$ cat src/hdl/pbr_pkg.sv
// pbr_pkg: constants and carrier types for the per-port basic control/status registers.
// assumes one switch core clock; used by pbr_regs and pbr_port.
package pbr_pkg;
  localparam int NUM_PORTS = 2;
  localparam logic [4:0] REG_BASIC_CONTROL = 5'h00;
  localparam logic [4:0] REG_BASIC_STATUS = 5'h01;
  localparam logic [4:0] PHYAD_PORT1_DEFAULT = 5'h01;
  localparam logic [4:0] PHYAD_PORT2_DEFAULT = 5'h02;
  // basic control field positions
  localparam int CTL_LOOPBACK = 14;
  localparam int CTL_FORCE_100 = 13;
  localparam int CTL_AUTONEG_ENABLE = 12;
  localparam int CTL_POWER_DOWN = 11;
  localparam int CTL_AUTONEG_RESTART = 9;
  localparam int CTL_FORCE_FULL = 8;
  localparam int CTL_CROSSOVER_VARIANT = 5;
  localparam int CTL_FORCE_STRAIGHT = 4;
  localparam int CTL_DISABLE_CROSSOVER = 3;
  localparam int CTL_DISABLE_FAR_END = 2;
  localparam int CTL_DISABLE_TX = 1;
  localparam int CTL_DISABLE_LED = 0;
  // basic status field positions
  localparam int STS_AUTONEG_DONE = 5;
  localparam int STS_FAR_END_FAULT = 4;
  localparam int STS_AUTONEG_ABLE = 3;
  localparam int STS_LINK_UP = 2;
  localparam logic [15:0] STS_CAPABILITY_BITS = 16'h7800;
  // switch-side register bit positions (8-bit registers)
  localparam int SW_CTL_A_FORCE_100 = 6;
  localparam int SW_CTL_A_AUTONEG_ENABLE = 7;
  localparam int SW_CTL_A_FORCE_FULL = 5;
  localparam int SW_CTL_B_LOOPBACK = 0;
  localparam int SW_CTL_B_FORCE_STRAIGHT = 1;
  localparam int SW_CTL_B_DISABLE_CROSSOVER = 2;
  localparam int SW_CTL_B_POWER_DOWN = 3;
  localparam int SW_CTL_B_DISABLE_FAR_END = 4;
  localparam int SW_CTL_B_AUTONEG_RESTART = 5;
  localparam int SW_CTL_B_DISABLE_TX = 6;
  localparam int SW_CTL_B_DISABLE_LED = 7;
  localparam int SW_STS_LINK_UP = 5;
  localparam int SW_STS_AUTONEG_DONE = 6;
  localparam int SW_STS_C_CROSSOVER_VARIANT = 7;
  localparam int SW_STS_C_FAR_END_FAULT = 0;

  typedef struct packed {
    logic loopback;
    logic force_100;
    logic autoneg_enable;
    logic power_down;
    logic autoneg_restart;
    logic force_full;
    logic crossover_variant_select;
    logic force_straight_through;
    logic disable_crossover;
    logic disable_far_end;
    logic disable_tx;
    logic disable_led;
  } pbr_ctl_type;

  localparam pbr_ctl_type CTL_RESET = '{
    loopback: 1'b0, force_100: 1'b0, autoneg_enable: 1'b1, power_down: 1'b0,
    autoneg_restart: 1'b0, force_full: 1'b0, crossover_variant_select: 1'b1,
    force_straight_through: 1'b0, disable_crossover: 1'b0, disable_far_end: 1'b0,
    disable_tx: 1'b0, disable_led: 1'b0};

  typedef struct packed {
    logic autoneg_done;
    logic far_end_fault;
    logic link_up;
  } pbr_phy_sts_type;

  // write request from one access path
  typedef struct packed {
    logic wr;
    logic [4:0] sel;
    logic [15:0] data;
  } pbr_wr_type;

  // switch-side per-port view of the shared fields
  typedef struct packed {
    logic [7:0] ctl_a;
    logic [7:0] ctl_b;
    logic [7:0] sts_c;
  } pbr_sw_view_type;
endpackage : pbr_pkg

$ cat src/hdl/pbr_port.sv
// pbr_port: one port's shared control storage and status view.
// assumes status inputs are already synchronous to clk_sys.
`timescale 1ns/100ps
module pbr_port (
  input wire logic clk_sys,
  input wire logic rstn,
  input wire logic mii_wr,
  input wire logic [15:0] mii_wdata,
  input wire logic sw_wr_a,
  input wire logic sw_wr_b,
  input wire logic sw_wr_c,
  input wire logic [7:0] sw_wdata,
  input wire pbr_pkg::pbr_phy_sts_type phy_sts,
  output pbr_pkg::pbr_ctl_type ctl,
  output logic [15:0] basic_control,
  output logic [15:0] basic_status,
  output pbr_pkg::pbr_sw_view_type sw_view
);
  typedef struct packed {
    pbr_pkg::pbr_ctl_type ctl;
  } pbr_port_state_type;

  pbr_port_state_type state_reg;
  pbr_port_state_type state_next;

  always_comb begin
    state_next = state_reg;
    if (mii_wr) begin
      // unsupported bits 15,10,7,6 are simply not stored
      state_next.ctl.loopback = mii_wdata[pbr_pkg::CTL_LOOPBACK];
      state_next.ctl.force_100 = mii_wdata[pbr_pkg::CTL_FORCE_100];
      state_next.ctl.autoneg_enable = mii_wdata[pbr_pkg::CTL_AUTONEG_ENABLE];
      state_next.ctl.power_down = mii_wdata[pbr_pkg::CTL_POWER_DOWN];
      state_next.ctl.autoneg_restart = mii_wdata[pbr_pkg::CTL_AUTONEG_RESTART];
      state_next.ctl.force_full = mii_wdata[pbr_pkg::CTL_FORCE_FULL];
      state_next.ctl.crossover_variant_select =
        mii_wdata[pbr_pkg::CTL_CROSSOVER_VARIANT];
      state_next.ctl.force_straight_through = mii_wdata[pbr_pkg::CTL_FORCE_STRAIGHT];
      state_next.ctl.disable_crossover = mii_wdata[pbr_pkg::CTL_DISABLE_CROSSOVER];
      state_next.ctl.disable_far_end = mii_wdata[pbr_pkg::CTL_DISABLE_FAR_END];
      state_next.ctl.disable_tx = mii_wdata[pbr_pkg::CTL_DISABLE_TX];
      state_next.ctl.disable_led = mii_wdata[pbr_pkg::CTL_DISABLE_LED];
    end
    // switch-side write lands in the same flops; applied last so it wins a tie
    if (sw_wr_a) begin
      state_next.ctl.force_100 = sw_wdata[pbr_pkg::SW_CTL_A_FORCE_100];
      state_next.ctl.autoneg_enable = sw_wdata[pbr_pkg::SW_CTL_A_AUTONEG_ENABLE];
      state_next.ctl.force_full = sw_wdata[pbr_pkg::SW_CTL_A_FORCE_FULL];
    end
    if (sw_wr_b) begin
      state_next.ctl.loopback = sw_wdata[pbr_pkg::SW_CTL_B_LOOPBACK];
      state_next.ctl.force_straight_through = sw_wdata[pbr_pkg::SW_CTL_B_FORCE_STRAIGHT];
      state_next.ctl.disable_crossover = sw_wdata[pbr_pkg::SW_CTL_B_DISABLE_CROSSOVER];
      state_next.ctl.power_down = sw_wdata[pbr_pkg::SW_CTL_B_POWER_DOWN];
      state_next.ctl.disable_far_end = sw_wdata[pbr_pkg::SW_CTL_B_DISABLE_FAR_END];
      state_next.ctl.autoneg_restart = sw_wdata[pbr_pkg::SW_CTL_B_AUTONEG_RESTART];
      state_next.ctl.disable_tx = sw_wdata[pbr_pkg::SW_CTL_B_DISABLE_TX];
      state_next.ctl.disable_led = sw_wdata[pbr_pkg::SW_CTL_B_DISABLE_LED];
    end
    if (sw_wr_c) begin
      state_next.ctl.crossover_variant_select = sw_wdata[pbr_pkg::SW_STS_C_CROSSOVER_VARIANT];
    end
  end

  always_ff @(posedge clk_sys or negedge rstn) begin
    if (!rstn) begin
      state_reg <= '{ctl: pbr_pkg::CTL_RESET};
    end else begin
      state_reg <= state_next;
    end
  end

  assign ctl = state_reg.ctl;

  always_comb begin
    basic_control = 16'h0000;
    basic_control[pbr_pkg::CTL_LOOPBACK] = state_reg.ctl.loopback;
    basic_control[pbr_pkg::CTL_FORCE_100] = state_reg.ctl.force_100;
    basic_control[pbr_pkg::CTL_AUTONEG_ENABLE] = state_reg.ctl.autoneg_enable;
    basic_control[pbr_pkg::CTL_POWER_DOWN] = state_reg.ctl.power_down;
    basic_control[pbr_pkg::CTL_AUTONEG_RESTART] = state_reg.ctl.autoneg_restart;
    basic_control[pbr_pkg::CTL_FORCE_FULL] = state_reg.ctl.force_full;
    basic_control[pbr_pkg::CTL_CROSSOVER_VARIANT] = state_reg.ctl.crossover_variant_select;
    basic_control[pbr_pkg::CTL_FORCE_STRAIGHT] = state_reg.ctl.force_straight_through;
    basic_control[pbr_pkg::CTL_DISABLE_CROSSOVER] = state_reg.ctl.disable_crossover;
    basic_control[pbr_pkg::CTL_DISABLE_FAR_END] = state_reg.ctl.disable_far_end;
    basic_control[pbr_pkg::CTL_DISABLE_TX] = state_reg.ctl.disable_tx;
    basic_control[pbr_pkg::CTL_DISABLE_LED] = state_reg.ctl.disable_led;
  end

  always_comb begin
    basic_status = pbr_pkg::STS_CAPABILITY_BITS;
    basic_status[pbr_pkg::STS_AUTONEG_DONE] = phy_sts.autoneg_done;
    basic_status[pbr_pkg::STS_FAR_END_FAULT] = phy_sts.far_end_fault;
    basic_status[pbr_pkg::STS_AUTONEG_ABLE] = state_reg.ctl.autoneg_enable;
    basic_status[pbr_pkg::STS_LINK_UP] = phy_sts.link_up;
  end

  always_comb begin
    sw_view = '0;
    sw_view.ctl_a[pbr_pkg::SW_CTL_A_FORCE_100] = state_reg.ctl.force_100;
    sw_view.ctl_a[pbr_pkg::SW_CTL_A_AUTONEG_ENABLE] = state_reg.ctl.autoneg_enable;
    sw_view.ctl_a[pbr_pkg::SW_CTL_A_FORCE_FULL] = state_reg.ctl.force_full;
    sw_view.ctl_b[pbr_pkg::SW_CTL_B_LOOPBACK] = state_reg.ctl.loopback;
    sw_view.ctl_b[pbr_pkg::SW_CTL_B_FORCE_STRAIGHT] = state_reg.ctl.force_straight_through;
    sw_view.ctl_b[pbr_pkg::SW_CTL_B_DISABLE_CROSSOVER] = state_reg.ctl.disable_crossover;
    sw_view.ctl_b[pbr_pkg::SW_CTL_B_POWER_DOWN] = state_reg.ctl.power_down;
    sw_view.ctl_b[pbr_pkg::SW_CTL_B_DISABLE_FAR_END] = state_reg.ctl.disable_far_end;
    sw_view.ctl_b[pbr_pkg::SW_CTL_B_AUTONEG_RESTART] = state_reg.ctl.autoneg_restart;
    sw_view.ctl_b[pbr_pkg::SW_CTL_B_DISABLE_TX] = state_reg.ctl.disable_tx;
    sw_view.ctl_b[pbr_pkg::SW_CTL_B_DISABLE_LED] = state_reg.ctl.disable_led;
    sw_view.sts_c[pbr_pkg::SW_STS_C_CROSSOVER_VARIANT] = state_reg.ctl.crossover_variant_select;
    sw_view.sts_c[pbr_pkg::SW_STS_C_FAR_END_FAULT] = phy_sts.far_end_fault;
    sw_view.sts_c[pbr_pkg::SW_STS_AUTONEG_DONE] = phy_sts.autoneg_done;
    sw_view.sts_c[pbr_pkg::SW_STS_LINK_UP] = phy_sts.link_up;
  end
endmodule : pbr_port

$ cat src/hdl/pbr_regs.sv
// pbr_regs: basic control/status register pair for both copper ports.
// assumes a management frame engine decodes phy/reg address and gives one-cycle strobes,
// and the switch-side host port map gives 8-bit register strobes; one clock throughout.
//
// Functional notes
// - port-1 loopback wraps port 2 traffic
// - port-2 loopback wraps port 1 traffic
// - bit 13 forces 100 or 10 Mbps
// - bit 12 enables auto-negotiation, resets one
// - bit 11 powers the transceiver down
// - bit 9 restarts auto-negotiation
// - bit 8 forces full or half duplex
// - bit 4 forces straight-through transmit pins
// - bit 3 disables automatic crossover
// - bit 2 disables far-end fault detection
// - bit 1 disables the transmitter
// - bit 0 turns the LEDs off
// - status bits 14..11 always read one
// - status bits 15 and 0 read zero
// - status bit 5 shows negotiation done
// - status bit 4 shows far-end fault
// - status bit 3 follows autoneg enable
// - status bits 10..6 and 1 read zero
// - default phy addresses one and two, reprogrammable
// - host ports reach fields via separate map
`timescale 1ns/100ps
module pbr_regs #(
  parameter logic [4:0] PHYAD_PORT1 = pbr_pkg::PHYAD_PORT1_DEFAULT,
  parameter logic [4:0] PHYAD_PORT2 = pbr_pkg::PHYAD_PORT2_DEFAULT
) (
  input wire logic clk_sys,
  input wire logic rstn,
  input wire logic phyad_prog_en,
  input wire logic [4:0] phyad_prog,
  input wire logic mii_rd,
  input wire logic mii_wr,
  input wire logic [4:0] mii_phyad,
  input wire logic [4:0] mii_regad,
  input wire logic [15:0] mii_wdata,
  output logic [15:0] mii_rdata,
  output logic mii_rvalid,
  input wire logic [1:0] sw_wr_a,
  input wire logic [1:0] sw_wr_b,
  input wire logic [1:0] sw_wr_c,
  input wire logic [7:0] sw_wdata,
  output pbr_pkg::pbr_sw_view_type [1:0] sw_view,
  input wire pbr_pkg::pbr_phy_sts_type [1:0] phy_sts_async,
  output pbr_pkg::pbr_ctl_type [1:0] port_ctl,
  output logic [1:0] p1_tx_from_p2_rx,
  output logic [1:0] p2_tx_from_p1_rx
);
  typedef struct packed {
    pbr_pkg::pbr_phy_sts_type [1:0] sts_meta;
    pbr_pkg::pbr_phy_sts_type [1:0] sts_sync;
    logic [15:0] rdata;
    logic rvalid;
    pbr_pkg::pbr_sw_view_type [1:0] sw_view;
    pbr_pkg::pbr_ctl_type [1:0] ctl;
    logic loop_p2_path;
    logic loop_p1_path;
  } pbr_top_state_type;

  pbr_top_state_type state_reg;
  pbr_top_state_type state_next;

  logic [1:0] hit;
  logic [1:0] mii_wr_port;
  logic [15:0] bctl [1:0];
  logic [15:0] bsts [1:0];
  pbr_pkg::pbr_ctl_type [1:0] ctl_w;
  pbr_pkg::pbr_sw_view_type [1:0] view_w;
  logic [4:0] addr1;
  logic [4:0] addr2;

  // phy addresses: defaults or the global programmed base and base+1
  assign addr1 = phyad_prog_en ? phyad_prog : PHYAD_PORT1;
  assign addr2 = phyad_prog_en ? 5'(phyad_prog + 5'h01) : PHYAD_PORT2;
  assign hit[0] = (mii_phyad == addr1);
  assign hit[1] = (mii_phyad == addr2);

  genvar gi;
  generate
    for (gi = 0; gi < pbr_pkg::NUM_PORTS; gi++) begin : g_port
      assign mii_wr_port[gi] = mii_wr && hit[gi] && (mii_regad == pbr_pkg::REG_BASIC_CONTROL);
      pbr_port u_port (
        .clk_sys(clk_sys),
        .rstn(rstn),
        .mii_wr(mii_wr_port[gi]),
        .mii_wdata(mii_wdata),
        .sw_wr_a(sw_wr_a[gi]),
        .sw_wr_b(sw_wr_b[gi]),
        .sw_wr_c(sw_wr_c[gi]),
        .sw_wdata(sw_wdata),
        .phy_sts(state_reg.sts_sync[gi]),
        .ctl(ctl_w[gi]),
        .basic_control(bctl[gi]),
        .basic_status(bsts[gi]),
        .sw_view(view_w[gi])
      );
    end
  endgenerate

  always_comb begin
    state_next = state_reg;
    // status pins come from the analog side: two flops before use
    state_next.sts_meta = phy_sts_async;
    state_next.sts_sync = state_reg.sts_meta;
    state_next.rvalid = mii_rd;
    if (mii_rd) begin
      // unknown address or register reads zero
      state_next.rdata = 16'h0000;
      for (int i = 0; i < pbr_pkg::NUM_PORTS; i++) begin
        if (hit[i] && mii_regad == pbr_pkg::REG_BASIC_CONTROL) begin
          state_next.rdata = bctl[i];
        end else if (hit[i] && mii_regad == pbr_pkg::REG_BASIC_STATUS) begin
          state_next.rdata = bsts[i];
        end
      end
    end
    state_next.sw_view = view_w;
    state_next.ctl = ctl_w;
    // loopback only wraps at the port's own medium layers, not while powered down
    state_next.loop_p1_path = ctl_w[0].loopback && !ctl_w[0].power_down;
    state_next.loop_p2_path = ctl_w[1].loopback && !ctl_w[1].power_down;
  end

  always_ff @(posedge clk_sys or negedge rstn) begin
    if (!rstn) begin
      state_reg <= '{default: '0, ctl: {pbr_pkg::CTL_RESET, pbr_pkg::CTL_RESET}};
    end else begin
      state_reg <= state_next;
    end
  end

  assign mii_rdata = state_reg.rdata;
  assign mii_rvalid = state_reg.rvalid;
  assign sw_view = state_reg.sw_view;
  assign port_ctl = state_reg.ctl;
  // [1]=data steer active, [0]=transmit from port-2 pair kept on normal pins
  assign p1_tx_from_p2_rx = {state_reg.loop_p1_path, 1'b0};
  assign p2_tx_from_p1_rx = {state_reg.loop_p2_path, 1'b0};
endmodule : pbr_regs

$ cat config.mk
export PLATFORM = sky130hd
export DESIGN_NAME = pbr_regs
export DESIGN_NICKNAME = d
export VERILOG_FILES = /design/src/hdl/pbr_pkg.sv /design/src/hdl/pbr_port.sv /design/src/hdl/pbr_regs.sv
export SDC_FILE = /design/constraint.sdc
export NUM_CORES = 1
export LEC_CHECK = 0
export ABC_CLOCK_PERIOD_IN_PS = 2800
export BUFFER_PORTS_ARGS = -buffer_cell sky130_fd_sc_hd__buf_2
export CAP_MARGIN = 20
export CORE_MARGIN = 4
export CORE_UTILIZATION = 40
export CTS_CLUSTER_SIZE = 30
export DETAILED_ROUTE_END_ITERATION = 7
export GPL_TIMING_DRIVEN = 0
export HOLD_SLACK_MARGIN = 0.15
export PLACE_DENSITY = 0.73
export SETUP_SLACK_MARGIN = 0.4
export SLEW_MARGIN = 20
export SYNTH_ARGS = -nofsm -noshare
export SYNTH_HDL_FRONTEND = slang
export SYNTH_SLANG_ARGS = --single-unit
$ cat constraint.sdc
create_clock -name clk_sys -period 2.8 [get_ports clk_sys]
set_clock_uncertainty 0.15 [all_clocks]
set_input_delay 0.42 -clock clk_sys [delete_from_list [all_inputs] [get_ports clk_sys]]
set_output_delay 0.42 -clock clk_sys [all_outputs]
set_load 0.05 [all_outputs]
==> results of run 1 <==
-- cells by family after synthesis --
family,after synthesis,share of synthesized area (%)
AOI/OAI and AO/OA,43,7.46
xor gates and xnor gates,7,1.62
adders and majority gates,1,0.331
buffers and inverters,64,11.2
DFF,85,56.6
muxes,50,15.8
other,1,0.0993
and+or+nand+nor,44,6.89
-- worst max path at each step --
stage | start | slack [ns] | end
finish | phyad_prog[0] | 0.30 | g_port[1].u_port.basic_control[0]$_DFFE_PN0P_
global route | phyad_prog[0] | 0.28 | g_port[1].u_port.basic_control[3]$_DFFE_PN0P_
CTS | phyad_prog[0] | 0.32 | g_port[1].u_port.basic_control[0]$_DFFE_PN0P_
detailed placement | phyad_prog[0] | -0.21 | g_port[1].u_port.basic_control[9]$_DFFE_PN0P_
global placement | phyad_prog[0] | -0.18 | g_port[1].u_port.basic_control[0]$_DFFE_PN0P_
floorplan | phyad_prog[0] | 0.07 | g_port[1].u_port.basic_control[0]$_DFFE_PN0P_
-- what timing repair did --
| item | CTS | global route |
|---|---|---|
| pin swaps | 1 | 2 |
| setup endpoints to repair | 28 | 31 |
| setup buffers | 4 | 1 |
| hold buffers | 12 | 0 |
| hold endpoints to repair | 47 | 0 |
| resized for setup | 12 | 8 |
-- critical path, stage by stage --
cell	delay, ns
buf_8	0.10
ha_4	0.24
or3b_4	0.37
a21oi_2	0.15
o211ai_1	0.09
or4_4	0.47
buf_12	0.18
mux2_4	0.30
mux2_2	0.26
-- report_power, final --
group | switching [W] | total (W) | internal [W]
Clock | 0.000461 | 0.00115 | 0.000688
Sequential | 0.0000614 | 0.00140 | 0.00134
Combinational | 0.000552 | 0.000814 | 0.000262
Total | 0.00107 | 0.00336 | 0.00228
-- Yosys cell counts, types with 2 or more instances --
cell and number:
dfrtp_1 77, buf_4 44, mux2_2 38, a21oi_1 12
inv_1 11, mux2_4 10, o22ai_1 10, nand3_1 9
dfstp_2 8, nand2_1 7, o21ai_0 6, nor2_1 5
xor2_1 5, a22o_1 4, nand2b_1 4, nor3_1 4
o221ai_1 4, buf_1 3, clkbuf_1 3, buf_6 2
mux2i_1 2, nand4b_1 2, nor2b_1 2, o21a_1 2
or3b_1 2, xnor2_1 2
-- cell usage in the layout, fill, tap and decap left out, drive strengths merged, types with 4 or more instances in the layout --
cell type	n
o221ai	4
xor2	5
dfrtp	77
clkbuf	11
buf	175
dlygate4sd3	12
nand2b	4
mux2	48
a22o	4
nand3	9
dfstp	8
nor2	5
conb	24
o22ai	10
o21ai	6
nand2	8
bufinv	4
a21oi	12
nor3	5
inv	12
-- layer usage --
| metal | global-route usage, % | wire length (um) | up-vias | share of wire, % |
|---|---|---|---|---|
| li1 | - | - | 1308 | - |
| met5 | 0 | 0 | - | 0 |
| met4 | 5.53 | 97 | 0 | 1.0 |
| met1 | 22.2 | 3920 | 1376 | 41 |
| met2 | 30.3 | 4990 | 95 | 52 |
| met3 | 4.01 | 526 | 8 | 5.5 |
-- final cells by class --
class	count	area [um2]	area share (%)
multi-input cells	169	1360	26.4
clock inverters	7	145	2.82
flip-flops and latches	85	2140	41.5
clock buffers	9	124	2.41
inverters	11	41.3	0.802
repair buffers	136	798	15.5
plain buffers	53	403	7.83
well taps	111	139	2.70
-- stage by stage --
| step | hold slack, ns | instance area (um2) | cells | util (%) | power [W] |
|---|---|---|---|---|---|
| after floorplan | -0.0256 | 3880 | 318 | - | 0.00200 |
| after global placement | 0.182 | 4610 | 547 | 50.2 | 0.00219 |
| after detailed placement | 0.185 | 4640 | 548 | 50.5 | 0.00221 |
| after CTS | 0.151 | 5110 | 580 | 55.5 | 0.00338 |
| after global routing | 0.152 | 5150 | 581 | 56.0 | 0.00350 |
| final | 0.166 | 5150 | 581 | 56.0 | 0.00336 |
==> metrics.cfg, run 1 <==
[sta]
fin_tns_setup_ns=0
rsz0062_at_grt=yes
slew_violations=0
worstMarginPinSlew_ns=0.708
hold_viol_final=0
period_needed_ns=2.50
fin_crit_sh_pct=89.4
setup_ws_ns=0.297
clock.fmax_mhz=399
slew_headroom_pct=52.8
finalSetupViolCount=0

[yosys]
synth.distinct_cells=43
yosys_register_bits=85
yosys.area.top_type=dfrtp_1
syn_inst=295
synth_edf_count=0
netlist_area_um2=3780
ys_seq_area_share_pct=56.6
synth_flop_cell=dfrtp_1
async_flop_share_pct=100
synth_area_per_cell_um2=12.8
netlist.area_leader.share_pct=51.0
synth_area_leaders=dfrtp_1 51%, mux2_2 11%, buf_4 8.7%, dfstp_2 5.6%, mux2_4 4.0%
yosysWarnings=0

[clock_tree]
clock_latency_ns=0.35
cts-root-buf=clkbuf_8
cts_inserted_buffers=9
clock-sinks=85
cts_tree=built
clk_pin_slew_ns=0.09
cts_max_path_buffers=2
htree_levels=3

[die]
start_util_pct=41.1
coreArea_um2=9200
row_count=35
die_x_um=105
die_h_um=105
die_area_um2=11100
io_pins=149

[worst_setup_path]
start_kind=input pin
r2r-start=g_port[0].u_port.basic_control[1]$_DFFE_PN0P_
ff2ff_path_depth=2
r2r_end=g_port[0].u_port.basic_control[1]$_DFFE_PN0P_
cp_max_fo=10
worstSetupPathType=input pin to flip-flop
cp-end-kind=flip-flop
reg2reg_setup_slack_ns=1.60
crit_required_ns=2.88
cp.arrival_ns=2.59

[hold_path]
hold_path_end=g_port[0].u_port.basic_control[4]$_DFFE_PN0P_
hold_class=input pin to flip-flop
hold_depth=2
hp-start=sw_wdata[1]

[routing]
drt_pass1_iterations=4
antenna_left=0
wl_um=9530
vias=2787
routedWlPerCell_um=16.4
avgViaCountPerCell=4.80
drc_errors=0
drt_iter0_markers=59

[place]
portBuffers=118
post-place-ws_ns=-0.206
hpwlAfterDp_um=6880
routabilityCongestion=0.761

[run]
maxCapViolCount=0

[final_layout]
final_nets=522
diodes=0
drive_gt1_share_pct=54.5
largest_register_ffs=28
nFillCells=801
area_growth_pct=36.3

[global_routing]
grt_max_degree=48
grt_pass1_vias=2918
grtUsageTotal_pct=17.7
overflow=0
antenna_found_initial=0
grt_pass1_wl_um=15400

[power_and_ir_drop]
p_leak_nw=2.55
cellPowerDensity_nw_per_um2=653
irDropWorstVdd_uv=301

[outcome]
status=complete, no violations

Note: power is estimated with default switching activity, not from simulation.
==> run 2, diff against run 1 <==
--- a/config.mk
+++ b/config.mk
@@ -5,7 +5,7 @@
 export SDC_FILE = /design/constraint.sdc
 export NUM_CORES = 1
 export LEC_CHECK = 0
-export ABC_CLOCK_PERIOD_IN_PS = 2800
+export ABC_CLOCK_PERIOD_IN_PS = 2200
 export BUFFER_PORTS_ARGS = -buffer_cell sky130_fd_sc_hd__buf_2
 export CAP_MARGIN = 20
 export CORE_MARGIN = 4
@@ -14,7 +14,7 @@
 export DETAILED_ROUTE_END_ITERATION = 7
 export GPL_TIMING_DRIVEN = 0
 export HOLD_SLACK_MARGIN = 0.15
-export PLACE_DENSITY = 0.73
+export PLACE_DENSITY = 0.75
 export SETUP_SLACK_MARGIN = 0.4
 export SLEW_MARGIN = 20
 export SYNTH_ARGS = -nofsm -noshare
==> constraint.sdc (replaced) <==
create_clock -name clk_sys -period 2.2 [get_ports clk_sys]
set_clock_uncertainty 0.15 [all_clocks]
set_input_delay 0.33 -clock clk_sys [delete_from_list [all_inputs] [get_ports clk_sys]]
set_output_delay 0.33 -clock clk_sys [all_outputs]
set_load 0.05 [all_outputs]
==> metrics.cfg, run 2 (synthesized netlist as in run 1, its figures left out) <==
[outcome]
status=finished, violations left
violations=setup timing

[worst_setup_path]
cp.arrival_ns=2.54
crit_required_ns=2.29
reg2reg_setup_slack_ns=0.95
cp_max_fo=5
r2r-start=g_port[1].u_port.basic_control[11]$_DFFE_PN0P_
ff2ff_path_depth=2
r2r_end=g_port[1].u_port.basic_control[11]$_DFFE_PN0P_
worstSetupPathType=input pin to flip-flop
cp-end-kind=flip-flop
start_kind=input pin
crit_path_end=g_port[1].u_port.basic_control[3]$_DFFE_PN0P_
critPathLaunch=phyad_prog[0]

[die]
row_count=35
coreArea_um2=9200
die_area_um2=11100
io_pins=149
start_util_pct=41.1
die_h_um=105
die_x_um=105

[power_and_ir_drop]
cellPowerDensity_nw_per_um2=704
p_leak_nw=2.72
irDropWorstVdd_uv=594
total_power_w=0.00389

[routing]
vias=2863
routedWlPerCell_um=16.9
drt_pass1_iterations=4
avgViaCountPerCell=4.83
drt_iter0_markers=80
drc_errors=0
antenna_left=0
wl_um=10000

[global_routing]
grt_max_degree=54
overflow=0
grtUsageTotal_pct=18.3
grt_pass1_wl_um=15700
grt_pass1_vias=3100
antenna_found_initial=0

[clock_tree]
clk_pin_slew_ns=0.08
clock_latency_ns=0.35
cts-root-buf=clkbuf_8
htree_levels=3
clock-sinks=85
cts_max_path_buffers=2
cts_tree=built
cts_inserted_buffers=9

[final_layout]
largest_register_ffs=28
drive_gt1_share_pct=58.7
layout_commonest_cell=buf_2
diodes=0
final_cell_mix=112 x buf_2, 77 x dfrtp_1, 50 x buf_4, 35 x mux2_4, 24 x conb_1
area_growth_pct=46.3
final_nets=534
nFillCells=749

[sta]
worstMarginPinSlew_ns=0.816
period_needed_ns=2.45
slew_headroom_pct=45.6
fin_tns_setup_ns=-2.72
hold_viol_final=0
finalSetupViolCount=12
slew_violations=0
setup_ws_ns=-0.247
fin_crit_sh_pct=111
clock.fmax_mhz=409
rsz0062_at_grt=yes

[place]
routabilityCongestion=0.834
hpwlAfterDp_um=6810
portBuffers=118

[hold_path]
hold_class=input pin to flip-flop
hold_depth=2

[run]
maxCapViolCount=0

## run 2: repair_timing
| action | CTS | global route |
|---|---|---|
| resized for setup | 28 | 24 |
| pin swaps | 6 | 6 |
| setup endpoints to repair | 36 | 36 |
| gates cloned | 2 | 0 |
| hold buffers | 18 | 1 |
| endpoints found under the hold margin | 62 | 2 |
| buffers inserted | 8 | 0 |
## run 2: power breakdown
part	total (W)	leakage (nW)	switching, W	internal, W
Clock	0.000985	0.0921	0.000518	0.000467
Sequential	0.00179	1.00	0.0000907	0.00170
Combinational	0.00111	1.63	0.000727	0.000385
Total	0.00389	2.72	0.00134	0.00255
## run 2: how the worst min path moves through the flow
stage / from / endpoint / slack, ns
floorplan: rstn / g_port[0].u_port.basic_control[0]$_DFFE_PN0P_ / -0.12
global placement: state_next[94]$_DFF_PN0_ / state_reg[94]$_DFF_PN0_ / 0.18
detailed placement: rstn / sw_view[7]$_DFF_PN0_ / 0.15
CTS: sw_wdata[4] / g_port[0].u_port.basic_control[2]$_DFFE_PN0P_ / 0.08
global route: sw_wdata[7] / g_port[1].u_port.basic_control[12]$_DFFE_PN1P_ / 0.18
finish: sw_wdata[7] / g_port[1].u_port.basic_control[12]$_DFFE_PN1P_ / 0.18
## run 2: cell type report
type	instances	area (um2)	area share [%]
sequential	85	2140	38.7
multi-input combinational	169	1630	29.6
timing repair buffer	148	970	17.6
buffer	53	425	7.70
clock buffer	12	155	2.81
tap	111	139	2.51
inverter	11	41.3	0.747
clock inverter	4	22.5	0.408
## run 2: worst max-delay path, cell delays in order
cell      delay (ns)
buf_8           0.10
ha_4            0.23
or3b_1          0.36
a21oi_2         0.16
o211ai_1        0.09
or4_4           0.50
buf_12          0.18
mux2_4          0.30
mux2_4          0.26
## run 2: through the flow
step	setup slack [ns]	hold WS (ns)	cells	area (um2)	util [%]
floorplan	-0.441	-0.116	318	4040	-
global placement	-0.691	0.182	547	4770	51.9
detailed placement	-0.719	0.154	548	4800	52.2
CTS	-0.231	0.0829	592	5380	58.5
global route	-0.279	0.178	593	5520	60.1
finish	-0.247	0.182	593	5520	60.1
## run 2: routing by layer
layer / share of wire (%) / up-vias / GRT usage [%]
met2: 54 / 100 / 32.4
met1: 38 / 1410 / 20.8
li1: - / 1335 / -
met5: 0 / - / 0
met4: 2.1 / 0 / 5.53
met3: 6.1 / 18 / 6.24
==> run 3, diff against run 2 <==
--- a/config.mk
+++ b/config.mk
@@ -6,7 +6,7 @@
 export NUM_CORES = 1
 export LEC_CHECK = 0
 export ABC_CLOCK_PERIOD_IN_PS = 2200
-export BUFFER_PORTS_ARGS = -buffer_cell sky130_fd_sc_hd__buf_2
+export BUFFER_PORTS_ARGS = -buffer_cell sky130_fd_sc_hd__buf_4
 export CAP_MARGIN = 20
 export CORE_MARGIN = 4
 export CORE_UTILIZATION = 40
==> constraint.sdc (replaced) <==
create_clock -name clk_sys -period 2.2 [get_ports clk_sys]
set_clock_uncertainty 0.15 [all_clocks]
set_input_delay 0.11 -clock clk_sys [delete_from_list [all_inputs] [get_ports clk_sys]]
set_output_delay 0.11 -clock clk_sys [all_outputs]
set_load 0.05 [all_outputs]
==> metrics.cfg, run 3 (synthesized netlist as in run 1, its figures left out) <==
[outcome]
status=finished, violations left
violations=setup timing

[die]
die_x_um=105
coreArea_um2=9200
die_area_um2=11100
start_util_pct=41.1
io_pins=149
row_count=35
die_h_um=105

[worst_setup_path]
worstSetupPathType=input pin to flip-flop
path_buf_inv=2
crit_family=simple AND/OR/NAND/NOR gates
crit_required_ns=2.29
cp_slowest_cell=or4_4
cp-end-kind=flip-flop
start_kind=input pin
cp_max_fo=5
crit_chain=buf_8 > ha_4 > or3b_4 > a21oi_4 > o211ai_1 > or4_4 > clkbuf_16 > mux2_4 > mux2_2
cp.arrival_ns=2.35
critical-path-max-stage-delay_ns=0.50

[routing]
vias=2930
routedWlPerCell_um=16.7
drc_errors=0
antenna_left=0
drt_pass1_iterations=4
avgViaCountPerCell=4.83
wl_um=10100
drt_iter0_markers=83

[final_layout]
final_nets=548
final_cell_mix=165 x buf_4, 77 x dfrtp_1, 33 x dlygate4sd3_1, 25 x mux2_4, 24 x conb_1
nFillCells=710
drive_gt1_share_pct=55.4
final_area_um2=5820
seq_area_um2=2140
layout_commonest_cell=buf_4
diodes=0
area_growth_pct=54.2
largest_register_ffs=28
multi_input_area_um2=1510

[sta]
hold_viol_final=0
finalSetupViolCount=11
fin_crit_sh_pct=103
rsz0062_at_grt=yes
worstMarginPinSlew_ns=0.760
slew_headroom_pct=49.3
period_needed_ns=2.26
slew_violations=0
clock.fmax_mhz=443
setup_ws_ns=-0.0561

[place]
portBuffers=118
hpwlAfterDp_um=6870
placed_area_um2=5060
routabilityCongestion=0.808
post-place-ws_ns=-0.501

[clock_tree]
cts_max_path_buffers=2
cts_inserted_buffers=9
cts-root-buf=clkbuf_8
cts_tree=built
clock_latency_ns=0.36
clock-sinks=85
clk_pin_slew_ns=0.08
htree_levels=3

[global_routing]
grtUsageTotal_pct=18.4
overflow=0
grt_pass1_vias=3169
grt_max_degree=86
grt_pass1_wl_um=16000
antenna_found_initial=0

[run]
maxCapViolCount=0

[hold_path]
hold_class=flip-flop to flip-flop

[power_and_ir_drop]
total_power_w=0.00422
p_leak_nw=2.81
cellPowerDensity_nw_per_um2=724
irDropWorstVdd_uv=418

run 3: per-stage QoR:
stage / util [%] / setup TNS [ns] / hold WS (ns) / std cells
floorplan: - / -2.22 / -0.336 / 318
global placement: 55.1 / -6.61 / 0.0690 / 547
detailed placement: 55.1 / -7.65 / 0.0706 / 547
CTS: 62.2 / 0 / -0.141 / 601
global route: 63.3 / -0.888 / 0.209 / 607
finish: 63.3 / -0.407 / 0.201 / 607
run 3: worst paths after layout:
kind / start / end / slack (ns) / cells past startpoint
worst max register to register: g_port[0].u_port.basic_control[13]$_DFFE_PN0P_ / g_port[0].u_port.basic_control[13]$_DFFE_PN0P_ / 0.96 / 2
max in group asynchronous: rstn / mii_rvalid$_DFF_PN0_ / 1.16 / 2
worst min register to register: state_next[92]$_DFF_PN0_ / state_reg[92]$_DFF_PN0_ / 0.20 / 0
worst max-delay path: phyad_prog[0] / g_port[1].u_port.basic_control[13]$_DFFE_PN0P_ / -0.06 / 9
min in group asynchronous: rstn / sw_view[7]$_DFF_PN0_ / 0.21 / 2
worst min-delay path: state_next[92]$_DFF_PN0_ / state_reg[92]$_DFF_PN0_ / 0.20 / 0
run 3: timing repair:
| item | in CTS | in global routing |
|---|---|---|
| setup buffers | 7 | 2 |
| gates resized for setup | 15 | 5 |
| hold buffers | 31 | 2 |
| hold endpoints to repair | 116 | 2 |
| pin swaps | 5 | 4 |
| endpoints found under the setup margin | 33 | 26 |
| cloned | 0 | 2 |
run 3: cell type report:
class | instances | share of cell area (%)
sequential | 85 | 36.7
clock buffer | 10 | 2.36
inverter | 11 | 0.709
tap | 111 | 2.38
timing repair buffer | 162 | 23.1
buffer | 53 | 7.30
multi-input combinational | 169 | 26.0
clock inverter | 6 | 1.48
run 3: power breakdown:
group | switching, W | total (W) | internal [W]
Clock | 0.000567 | 0.00124 | 0.000669
Sequential | 0.0000912 | 0.00179 | 0.00170
Combinational | 0.000725 | 0.00119 | 0.000463
run 3: routing by layer:
layer	part of all wire, %	GRT usage [%]	vias to the layer above
li1	-	-	1364
met1	39	21.6	1448
met2	53	32.7	98
met3	5.4	4.51	20
met4	2.2	6.75	0
met5	0	0	-
